[config.mk]
export PLATFORM = sky130hd
export DESIGN_NAME = remote_update_config_control
export DESIGN_NICKNAME = d
export VERILOG_FILES = /design/src/hw/rupd_pkg.sv /design/src/hw/remote_update_config_control.sv /design/src/hw/seu_crc_check.sv
export VERILOG_INCLUDE_DIRS = /design/src /design/src/hw
export SDC_FILE = /design/constraint.sdc
export NUM_CORES = 1
export LEC_CHECK = 0
export ABC_AREA = 1
export BUFFER_PORTS_ARGS = -buffer_cell sky130_fd_sc_hd__buf_2
export CORE_UTILIZATION = 35
export DETAILED_ROUTE_END_ITERATION = 16
export PLACE_DENSITY = 0.5
export SLEW_MARGIN = 20
export SYNTH_ARGS = -nofsm -noshare
export SYNTH_HDL_FRONTEND = slang
export SYNTH_SLANG_ARGS = --single-unit
[constraint.sdc]
create_clock -name core_clk -period 3.31 [get_ports core_clk]
set_input_delay 0.1655 -clock core_clk [delete_from_list [all_inputs] [get_ports core_clk]]
set_output_delay 0.1655 -clock core_clk [all_outputs]
set_load 0.02 [all_outputs]
[src/hw/rupd_params.svh]
// Constants for the configuration-loading control block
`ifndef RUPD_PARAMS_SVH
`define RUPD_PARAMS_SVH

`define RUPD_PAGE_W       3
`define RUPD_FACTORY_PAGE 3'h0
`define RUPD_LOCAL_PAGE   3'h1
`define RUPD_MAX_APP_PAGE 3'h7
`define RUPD_WD_W         16
`define RUPD_CLK_NS       25
`define RUPD_WD_TICK_NS   1000
`define RUPD_WD_TICK_CYC  ((`RUPD_WD_TICK_NS + `RUPD_CLK_NS - 1) / `RUPD_CLK_NS)
`define RUPD_CRC_W        32
`define RUPD_CRC_POLY     32'hedb88320
`define RUPD_CRC_INIT     32'hffffffff

`endif

[src/hw/rupd_pkg.sv]
// Types for the configuration-loading control block
`default_nettype none
package rupd_pkg;

    typedef enum logic [1:0] {
        ST_CMD  = 2'b00,
        ST_LOAD = 2'b01,
        ST_INIT = 2'b10,
        ST_USER = 2'b11
    } cfgState_t;

    typedef enum logic [1:0] {
        CAUSE_NONE     = 2'b00,
        CAUSE_WDOG     = 2'b01,
        CAUSE_LOAD_ERR = 2'b10,
        CAUSE_EXT_REQ  = 2'b11
    } cause_t;

endpackage : rupd_pkg
`default_nettype wire

[src/hw/remote_update_config_control.sv]
// Page selection, user watchdog, cause recording and soft-error flag
//
// How it works
// - Remote mode power-up loads page zero first.
// - Watchdog expiry records cause, reloads factory image.
// - Watchdog forced off while factory image runs.
// - Application load failure records cause, loads factory.
// - Up to seven application pages plus factory.
// - Local mode loads its application page directly.
// - Chain enable output drives next device's input.
// - User mode checks memory with 32-bit CRC.
// - CRC mismatch raises the configuration error pin.
// - Initialise then enable I/O; tri-stated before.
// - Configuration request forces reload and reinitialise.
`timescale 1ns/100ps
`default_nettype none
`include "rupd_params.svh"

module remote_update_config_control
    import rupd_pkg::*;
#(
    parameter int unsigned WD_W = `RUPD_WD_W
) (
    // Clock and reset
    input  wire logic                   core_clk,
    input  wire logic                   rst,
    // Mode strap and device chain
    input  wire logic                   remoteMode,
    input  wire logic                   chainCfgEnableInN,
    output logic                        chainCfgEnableOutN,
    input  wire logic                   cfgRequestN,
    // Paged configuration memory
    output logic [`RUPD_PAGE_W-1:0]     pageAddr,
    output logic                        loadReq,
    input  wire logic                   loadDone,
    input  wire logic                   loadError,
    // Update control from user logic
    input  wire logic                   ctrlWrite,
    input  wire logic [`RUPD_PAGE_W-1:0] ctrlPage,
    input  wire logic                   ctrlWdEnable,
    input  wire logic [WD_W-1:0]        ctrlWdTimeout,
    input  wire logic                   appLoad,
    input  wire logic                   wdClear,
    input  wire logic                   statusRead,
    // Status
    output cause_t                      causeCode,
    output logic                        factoryActive,
    output logic                        userMode,
    output logic                        ioEnable,
    // Soft error check
    input  wire logic [7:0]             scanWord,
    input  wire logic                   scanValid,
    input  wire logic                   scanLast,
    input  wire logic [`RUPD_CRC_W-1:0] refCrc,
    output logic                        crcError
);

    localparam int unsigned TICK_CYC = `RUPD_WD_TICK_CYC;
    localparam int unsigned TICK_W   = $clog2(TICK_CYC);
    localparam logic [TICK_W-1:0] TICK_LAST = TICK_W'(TICK_CYC - 1);

    typedef struct packed {
        cfgState_t               state;
        logic                    bootPending;
        logic                    factory;
        logic [`RUPD_PAGE_W-1:0] pageAddr;
        logic [`RUPD_PAGE_W-1:0] target;
        logic [`RUPD_PAGE_W-1:0] appPage;
        logic                    wdEn;
        logic [WD_W-1:0]         wdLimit;
        logic [WD_W-1:0]         wdCount;
        logic [TICK_W-1:0]       tick;
        cause_t                  cause;
        logic                    crcError;
        logic                    loadReq;
        logic                    ioEnable;
        logic                    chainOutN;
        logic                    userMode;
    } ctlState_t;

    ctlState_t s_r;
    ctlState_t s_nxt;
    cause_t    newCause;
    logic      leave;
    logic      wdExpire;
    logic      crcMismatch;
    logic      startLoad;

    ////////////////////////////////////////////////////////////////////////////
    // Soft error scan
    seu_crc_check crcCheck (
        .core_clk   (core_clk),
        .rst        (rst),
        .scanEnable (s_r.userMode),
        .scanWord   (scanWord),
        .scanValid  (scanValid),
        .scanLast   (scanLast),
        .refCrc     (refCrc),
        .mismatch   (crcMismatch)
    );

    ////////////////////////////////////////////////////////////////////////////
    // Next state
    assign startLoad = (s_r.state == ST_CMD) && !chainCfgEnableInN && cfgRequestN;
    assign wdExpire  = (s_r.state == ST_USER) && s_r.wdEn && !s_r.factory && !wdClear
                       && (s_r.wdCount >= s_r.wdLimit);

    always_comb begin
        logic [`RUPD_PAGE_W-1:0] pg;
        pg       = s_r.target;
        s_nxt    = s_r;
        newCause = CAUSE_NONE;
        leave    = 1'b0;
        s_nxt.loadReq = 1'b0;
        unique case (s_r.state)
            ST_CMD: begin
                if (startLoad) begin
                    if (s_r.bootPending) begin
                        pg = remoteMode ? `RUPD_FACTORY_PAGE : `RUPD_LOCAL_PAGE;
                    end
                    s_nxt.pageAddr    = pg;
                    s_nxt.factory     = (pg == `RUPD_FACTORY_PAGE);
                    s_nxt.loadReq     = 1'b1;
                    s_nxt.bootPending = 1'b0;
                    s_nxt.state       = ST_LOAD;
                end
            end
            ST_LOAD: begin
                if (loadError) begin
                    if (!s_r.factory) begin
                        newCause = CAUSE_LOAD_ERR;
                    end
                    s_nxt.target = `RUPD_FACTORY_PAGE;
                    leave = 1'b1;
                end else if (loadDone) begin
                    s_nxt.state = ST_INIT;
                end
            end
            ST_INIT: begin
                s_nxt.ioEnable  = 1'b1;
                s_nxt.chainOutN = 1'b0;
                s_nxt.userMode  = 1'b1;
                s_nxt.wdCount   = '0;
                s_nxt.tick      = '0;
                s_nxt.state     = ST_USER;
            end
            ST_USER: begin
                if (s_r.factory || !s_r.wdEn || wdClear) begin
                    s_nxt.wdCount = '0;
                    s_nxt.tick    = '0;
                end else begin
                    s_nxt.tick = (s_r.tick == TICK_LAST) ? '0 : s_r.tick + 1'b1;
                    if (s_r.tick == TICK_LAST) begin
                        s_nxt.wdCount = s_r.wdCount + 1'b1;
                    end
                end
                if (wdExpire) begin
                    newCause     = CAUSE_WDOG;
                    s_nxt.target = `RUPD_FACTORY_PAGE;
                    leave        = 1'b1;
                end
                if (ctrlWrite && s_r.factory) begin
                    if (ctrlPage != `RUPD_FACTORY_PAGE) begin
                        s_nxt.appPage = ctrlPage;
                    end
                    s_nxt.wdEn    = ctrlWdEnable;
                    s_nxt.wdLimit = ctrlWdTimeout;
                end
                if (appLoad && s_r.factory) begin
                    s_nxt.target = s_r.appPage;
                    leave        = 1'b1;
                end
                if (crcMismatch) begin
                    s_nxt.crcError = 1'b1;
                end
            end
        endcase
        if (!cfgRequestN) begin
            newCause     = CAUSE_EXT_REQ;
            s_nxt.target = remoteMode ? `RUPD_FACTORY_PAGE : `RUPD_LOCAL_PAGE;
            leave        = 1'b1;
        end
        if (leave) begin
            s_nxt.state     = ST_CMD;
            s_nxt.ioEnable  = 1'b0;
            s_nxt.chainOutN = 1'b1;
            s_nxt.userMode  = 1'b0;
            s_nxt.crcError  = 1'b0;
            s_nxt.wdCount   = '0;
            s_nxt.tick      = '0;
        end
        if (newCause != CAUSE_NONE) begin
            s_nxt.cause = newCause;
        end else if (statusRead && s_r.factory && s_r.userMode) begin
            s_nxt.cause = CAUSE_NONE;
        end
    end

    ////////////////////////////////////////////////////////////////////////////
    // State register
    always_ff @(posedge core_clk) begin
        if (rst) begin
            s_r <= '{state: ST_CMD, bootPending: 1'b1, factory: 1'b1,
                     pageAddr: `RUPD_FACTORY_PAGE, target: `RUPD_FACTORY_PAGE,
                     appPage: `RUPD_LOCAL_PAGE, wdEn: 1'b0, wdLimit: '0, wdCount: '0,
                     tick: '0, cause: CAUSE_NONE, crcError: 1'b0, loadReq: 1'b0,
                     ioEnable: 1'b0, chainOutN: 1'b1, userMode: 1'b0};
        end else begin
            s_r <= s_nxt;
        end
    end

    assign chainCfgEnableOutN = s_r.chainOutN;
    assign pageAddr           = s_r.pageAddr;
    assign loadReq            = s_r.loadReq;
    assign causeCode          = s_r.cause;
    assign factoryActive      = s_r.factory;
    assign userMode           = s_r.userMode;
    assign ioEnable           = s_r.ioEnable;
    assign crcError           = s_r.crcError;
endmodule : remote_update_config_control
`default_nettype wire

[src/hw/seu_crc_check.sv]
// CRC-32 scan of configuration memory against a reference value
`timescale 1ns/100ps
`default_nettype none
`include "rupd_params.svh"

module seu_crc_check (
    // Clock and reset
    input  wire logic                   core_clk,
    input  wire logic                   rst,
    // Scan stream
    input  wire logic                   scanEnable,
    input  wire logic [7:0]             scanWord,
    input  wire logic                   scanValid,
    input  wire logic                   scanLast,
    input  wire logic [`RUPD_CRC_W-1:0] refCrc,
    // Result
    output logic                        mismatch
);

    typedef struct packed {
        logic [`RUPD_CRC_W-1:0] crc;
        logic                   mismatch;
    } crcState_t;

    crcState_t s_r;
    crcState_t s_nxt;

    function automatic logic [`RUPD_CRC_W-1:0] crcByte(input logic [`RUPD_CRC_W-1:0] c,
                                                      input logic [7:0] d);
        logic [`RUPD_CRC_W-1:0] r;
        r = c ^ {24'h000000, d};
        for (int i = 0; i < 8; i++) begin
            r = r[0] ? ((r >> 1) ^ `RUPD_CRC_POLY) : (r >> 1);
        end
        return r;
    endfunction : crcByte

    always_comb begin
        logic [`RUPD_CRC_W-1:0] c;
        c = crcByte(s_r.crc, scanWord);
        s_nxt = s_r;
        s_nxt.mismatch = 1'b0;
        if (!scanEnable) begin
            s_nxt.crc = `RUPD_CRC_INIT;
        end else if (scanValid) begin
            if (scanLast) begin
                s_nxt.mismatch = (c != refCrc);
                s_nxt.crc      = `RUPD_CRC_INIT;
            end else begin
                s_nxt.crc = c;
            end
        end
    end

    always_ff @(posedge core_clk) begin
        if (rst) begin
            s_r <= '{crc: `RUPD_CRC_INIT, mismatch: 1'b0};
        end else begin
            s_r <= s_nxt;
        end
    end

    assign mismatch = s_r.mismatch;

endmodule : seu_crc_check
`default_nettype wire

==> impl_metrics.prom <==
# TYPE chip_impl_metric gauge
chip_impl_metric{name="crit_path_max_incr_delay",unit="ps"} 480
chip_impl_info{name="tritoncts",value="yes"} 1
chip_impl_info{name="crit-reg2reg-capture",value="s_r[27]"} 1
chip_impl_metric{name="cts.repair_timing.setup_buffer_count",unit=""} 0
chip_impl_metric{name="reg2reg_setup_slack",unit="ps"} 770
chip_impl_metric{name="report.final.hold_viol_count",unit=""} 0
chip_impl_metric{name="nets",unit=""} 1146
chip_impl_metric{name="antenna_found_initial",unit=""} 0
chip_impl_metric{name="pwr_density_cell",unit="nW/um^2"} 372
chip_impl_metric{name="areaGrowthSynthToFinish",unit="%"} 13.9
chip_impl_metric{name="cp_max_fo",unit=""} 14
chip_impl_metric{name="finalCriticalPeriod",unit="ps"} 2540
chip_impl_metric{name="setup_skew",unit="ps"} 6.86
chip_impl_metric{name="die_h",unit="um"} 135
chip_impl_metric{name="cts_buffers",unit=""} 9
chip_impl_info{name="worst_hold_path_type",value="input port to flip-flop"} 1
chip_impl_info{name="path_cells",value="ha_1 > inv_1 > nor2_4 > inv_2 > o21ai_2 > inv_2 > nand3_1 > nor3_1 > xnor2_1 > nor3_1"} 1
chip_impl_metric{name="peakVddDrop",unit="V"} 0.000245
chip_impl_metric{name="postSynthNetCount",unit=""} 1078
chip_impl_metric{name="n_antenna_cell",unit=""} 0
chip_impl_metric{name="synthesis.instances",unit=""} 982
chip_impl_metric{name="firstDrtPassIters",unit=""} 6
chip_impl_info{name="run_status",value="finished clean"} 1
chip_impl_metric{name="yosys_synthesis_warning_count",unit=""} 0
chip_impl_info{name="cell_accounting_for_the_most_synthesized_area",value="dfxtp_1"} 1
chip_impl_metric{name="final_gp_congestion",unit=""} 0.843
chip_impl_metric{name="die_width",unit="um"} 135
chip_impl_metric{name="cts_htree_levels",unit=""} 3
chip_impl_metric{name="multiInputGateArea",unit="um^2"} 3780
chip_impl_metric{name="cp_data_required_time",unit="ps"} 3510
chip_impl_metric{name="ant_nets",unit=""} 0
chip_impl_info{name="final_common_cell",value="nand2_1"} 1
chip_impl_metric{name="initial_cell_density_of_the_core",unit="%"} 35.8
chip_impl_metric{name="drt-wirelength-per-cell",unit="um"} 14.2
chip_impl_metric{name="netlist_area",unit="um^2"} 6160
chip_impl_info{name="synth-main-ff-cell",value="dfxtp_1"} 1
chip_impl_metric{name="route.vias.total",unit=""} 6100
chip_impl_metric{name="clock_latency",unit="ps"} 350
chip_impl_metric{name="worst_ep_arrival_time",unit="ps"} 2740
chip_impl_metric{name="synthArstFlopShare",unit="%"} 0
chip_impl_metric{name="overall_global_routing_resource_usage",unit="%"} 20.9
chip_impl_metric{name="globalRoute.totalOverflow",unit=""} 0
chip_impl_metric{name="port-buffer-count",unit=""} 83
chip_impl_info{name="critPathTopFamily",value="simple AND/OR/NAND/NOR gates"} 1
chip_impl_metric{name="drt-vias-per-instance",unit=""} 4.77
chip_impl_metric{name="layout.filler_cells",unit=""} 1877
chip_impl_metric{name="place_hpwl",unit="um"} 13800
chip_impl_metric{name="synth-seq-cells",unit=""} 91
chip_impl_metric{name="pin_count_of_the_biggest_net_entering_global_routing",unit=""} 57
chip_impl_metric{name="worst-r2r-cell-count",unit=""} 10
chip_impl_info{name="worst_setup_path_start_kind",value="flip-flop"} 1
chip_impl_metric{name="post_route_cells_drive_above_1_share",unit="%"} 14.7
chip_impl_metric{name="synth_largest_type_area_fraction",unit="%"} 29.6
chip_impl_metric{name="timing.critical_path.buf_inv",unit=""} 3
chip_impl_info{name="worstReg2RegStart",value="s_r[57]"} 1
chip_impl_metric{name="static-leakage-power",unit="nW"} 3.63
chip_impl_metric{name="first_iter_violations",unit=""} 322
chip_impl_metric{name="register_area",unit="um^2"} 1820
chip_impl_metric{name="core_area",unit="um^2"} 17200
chip_impl_info{name="cp-end-kind",value="flip-flop"} 1
chip_impl_metric{name="fmax",unit="GHz"} 0.394
chip_impl_metric{name="worst_hold_path.num_cells",unit=""} 3
chip_impl_metric{name="final.setup.tns",unit="ps"} 0
chip_impl_metric{name="cts.sinks",unit=""} 91
chip_impl_metric{name="post-route-period-util",unit="%"} 76.7
chip_impl_metric{name="via_count_of_the_first_global_routing_pass",unit=""} 5710
chip_impl_metric{name="wl",unit="um"} 18200
chip_impl_info{name="cell_at_the_root_of_the_clock_tree",value="clkbuf_16"} 1
chip_impl_metric{name="ys_types",unit=""} 39
chip_impl_metric{name="route.detailed.drc",unit=""} 0
chip_impl_metric{name="global_route_wire_length_before_repair",unit="um"} 29200
chip_impl_info{name="min_delay_worst_endpoint",value="s_r[46]"} 1
chip_impl_metric{name="std_cell_rows",unit=""} 48
chip_impl_metric{name="design.portCount",unit=""} 84
chip_impl_metric{name="cts.repair.resized",unit=""} 0
chip_impl_info{name="most-common-layout-cells",value="376 x nand2_1, 98 x inv_1, 91 x dfxtp_1, 83 x buf_2, 64 x nor2_1"} 1
chip_impl_metric{name="max-slew-margin-rel",unit="%"} 41.6
chip_impl_metric{name="worst_pin_slew",unit="ps"} 873
chip_impl_metric{name="die-area",unit="um^2"} 18100
chip_impl_metric{name="timing.final.max_slew_violations",unit=""} 0
chip_impl_metric{name="synth.yosys.seq_area_share",unit="%"} 29.6
chip_impl_metric{name="finalSetupViolations",unit=""} 0
chip_impl_info{name="synth.area.top_cells",value="dfxtp_1 30%, nand2_1 23%, inv_1 6.0%, ha_1 4.7%, nand3_1 4.3%"} 1
chip_impl_metric{name="final_util",unit="%"} 40.7
chip_impl_metric{name="synth.avg_cell_area",unit="um^2"} 6.28
chip_impl_info{name="worst-setup-path-type",value="flip-flop to flip-flop"} 1
chip_impl_metric{name="cts_hold_buffers",unit=""} 0
chip_impl_metric{name="worst_setup_hold_path_clk_slew",unit="ps"} 70
chip_impl_metric{name="cts_max_path_bufs",unit=""} 2
chip_impl_info{name="hold_path_startpoint",value="ctrlPage[0]"} 1
chip_impl_metric{name="maxCapViolCount",unit=""} 0
chip_impl_info{name="grt_setup_unrepaired",value="no"} 1
chip_impl_metric{name="synth_enable_flop_cells",unit=""} 0
chip_impl_info{name="cp_slowest_cell",value="o21ai_2"} 1
-- per-layer routing --
layer / share of wire [%] / global-route usage [%] / vias up
met2: 44 / 33.9 / 119
met3: 3.4 / 2.44 / 14
li1: - / - / 3288
met5: 0 / 0 / -
met4: 1.2 / 6.49 / 0
met1: 51 / 28.9 / 2679
-- Yosys cell counts, types with 2 or more instances --
cell type	number
a211oi_1	3
a21oi_1	41
a31oi_1	4
and3_1	3
buf_2	3
buf_4	7
buf_6	2
clkbuf_1	17
dfxtp_1	91
ha_1	23
inv_1	98
inv_2	9
nand2_1	376
nand2_2	30
nand2_4	5
nand2_8	2
nand3_1	53
nand3b_1	13
nand4_1	7
nor2_1	64
nor3_1	16
nor3_2	2
nor4_1	9
o211ai_1	31
o21ai_0	34
o31ai_1	2
or2_2	2
xnor2_1	6
xor2_1	19
-- tightest hold or removal path, stage by stage --
cell,delay (ps)
buf_2,100
a21oi_1,60
nand2_1,50
-- sequential cells by signal, summed over array words and instances (netlist names) --
signal              flops
userMode                1
factoryActive           1
crcCheck.s_r           32
pageAddr                3
s_r                    48
causeCode               2
crcCheck.mismatch       1
crcError                1
loadReq                 1
chainCfgEnableOutN      1
-- power breakdown --
group / internal, mW / switching, mW / leakage, nW
Clock: 0.556 / 0.477 / 0.135
Combinational: 0.151 / 0.318 / 2.75
Sequential: 1.10 / 0.00666 / 0.736
-- through the flow --
step | total power [mW] | cells | area, um^2 | worst slack (ps) | hold WS, ps
CTS | 2.65 | 1280 | 7020 | 759 | 49.8
floorplan | 1.45 | 982 | 6160 | 1460 | 290
finish | 2.61 | 1280 | 7020 | 770 | 59.3
global placement | 1.60 | 1264 | 6730 | 784 | 426
global route | 2.74 | 1280 | 7020 | 492 | 82.0
detailed placement | 1.60 | 1264 | 6730 | 753 | 417
-- final cells by class --
type                            count  area share [%]
Clock buffer                       12            3.65
Clock inverter                      4           0.463
Inverter                          107            5.72
Multi-Input combinational cell    754            53.9
Sequential cell                    91            25.9
Tap cell                          225            4.01
Timing Repair Buffer               87            6.34
-- cells by family after synthesis --
family                     count (synthesis)  share of synthesized area (%)
and+or+nand+nor                          585                           41.5
adders and majority gates                 23                           4.67
buffers and inverters                    137                           9.07
AOI/OAI and AO/OA                        121                           11.7
xor gates and xnor gates                  25                           3.55
DFF                                       91                           29.6
-- worst max-delay path by stage --
stage | startpoint | to | slack, ps | cells past startpoint
after floorplan | s_r[44] | s_r[24] | 1460 | 12
after global placement | s_r[57] | s_r[27] | 780 | 10
after detailed placement | s_r[57] | s_r[27] | 750 | 10
after CTS | s_r[57] | s_r[27] | 760 | 10
after global routing | s_r[57] | s_r[27] | 490 | 10
final | s_r[57] | s_r[27] | 770 | 10
(Power assumes the default switching activity.)
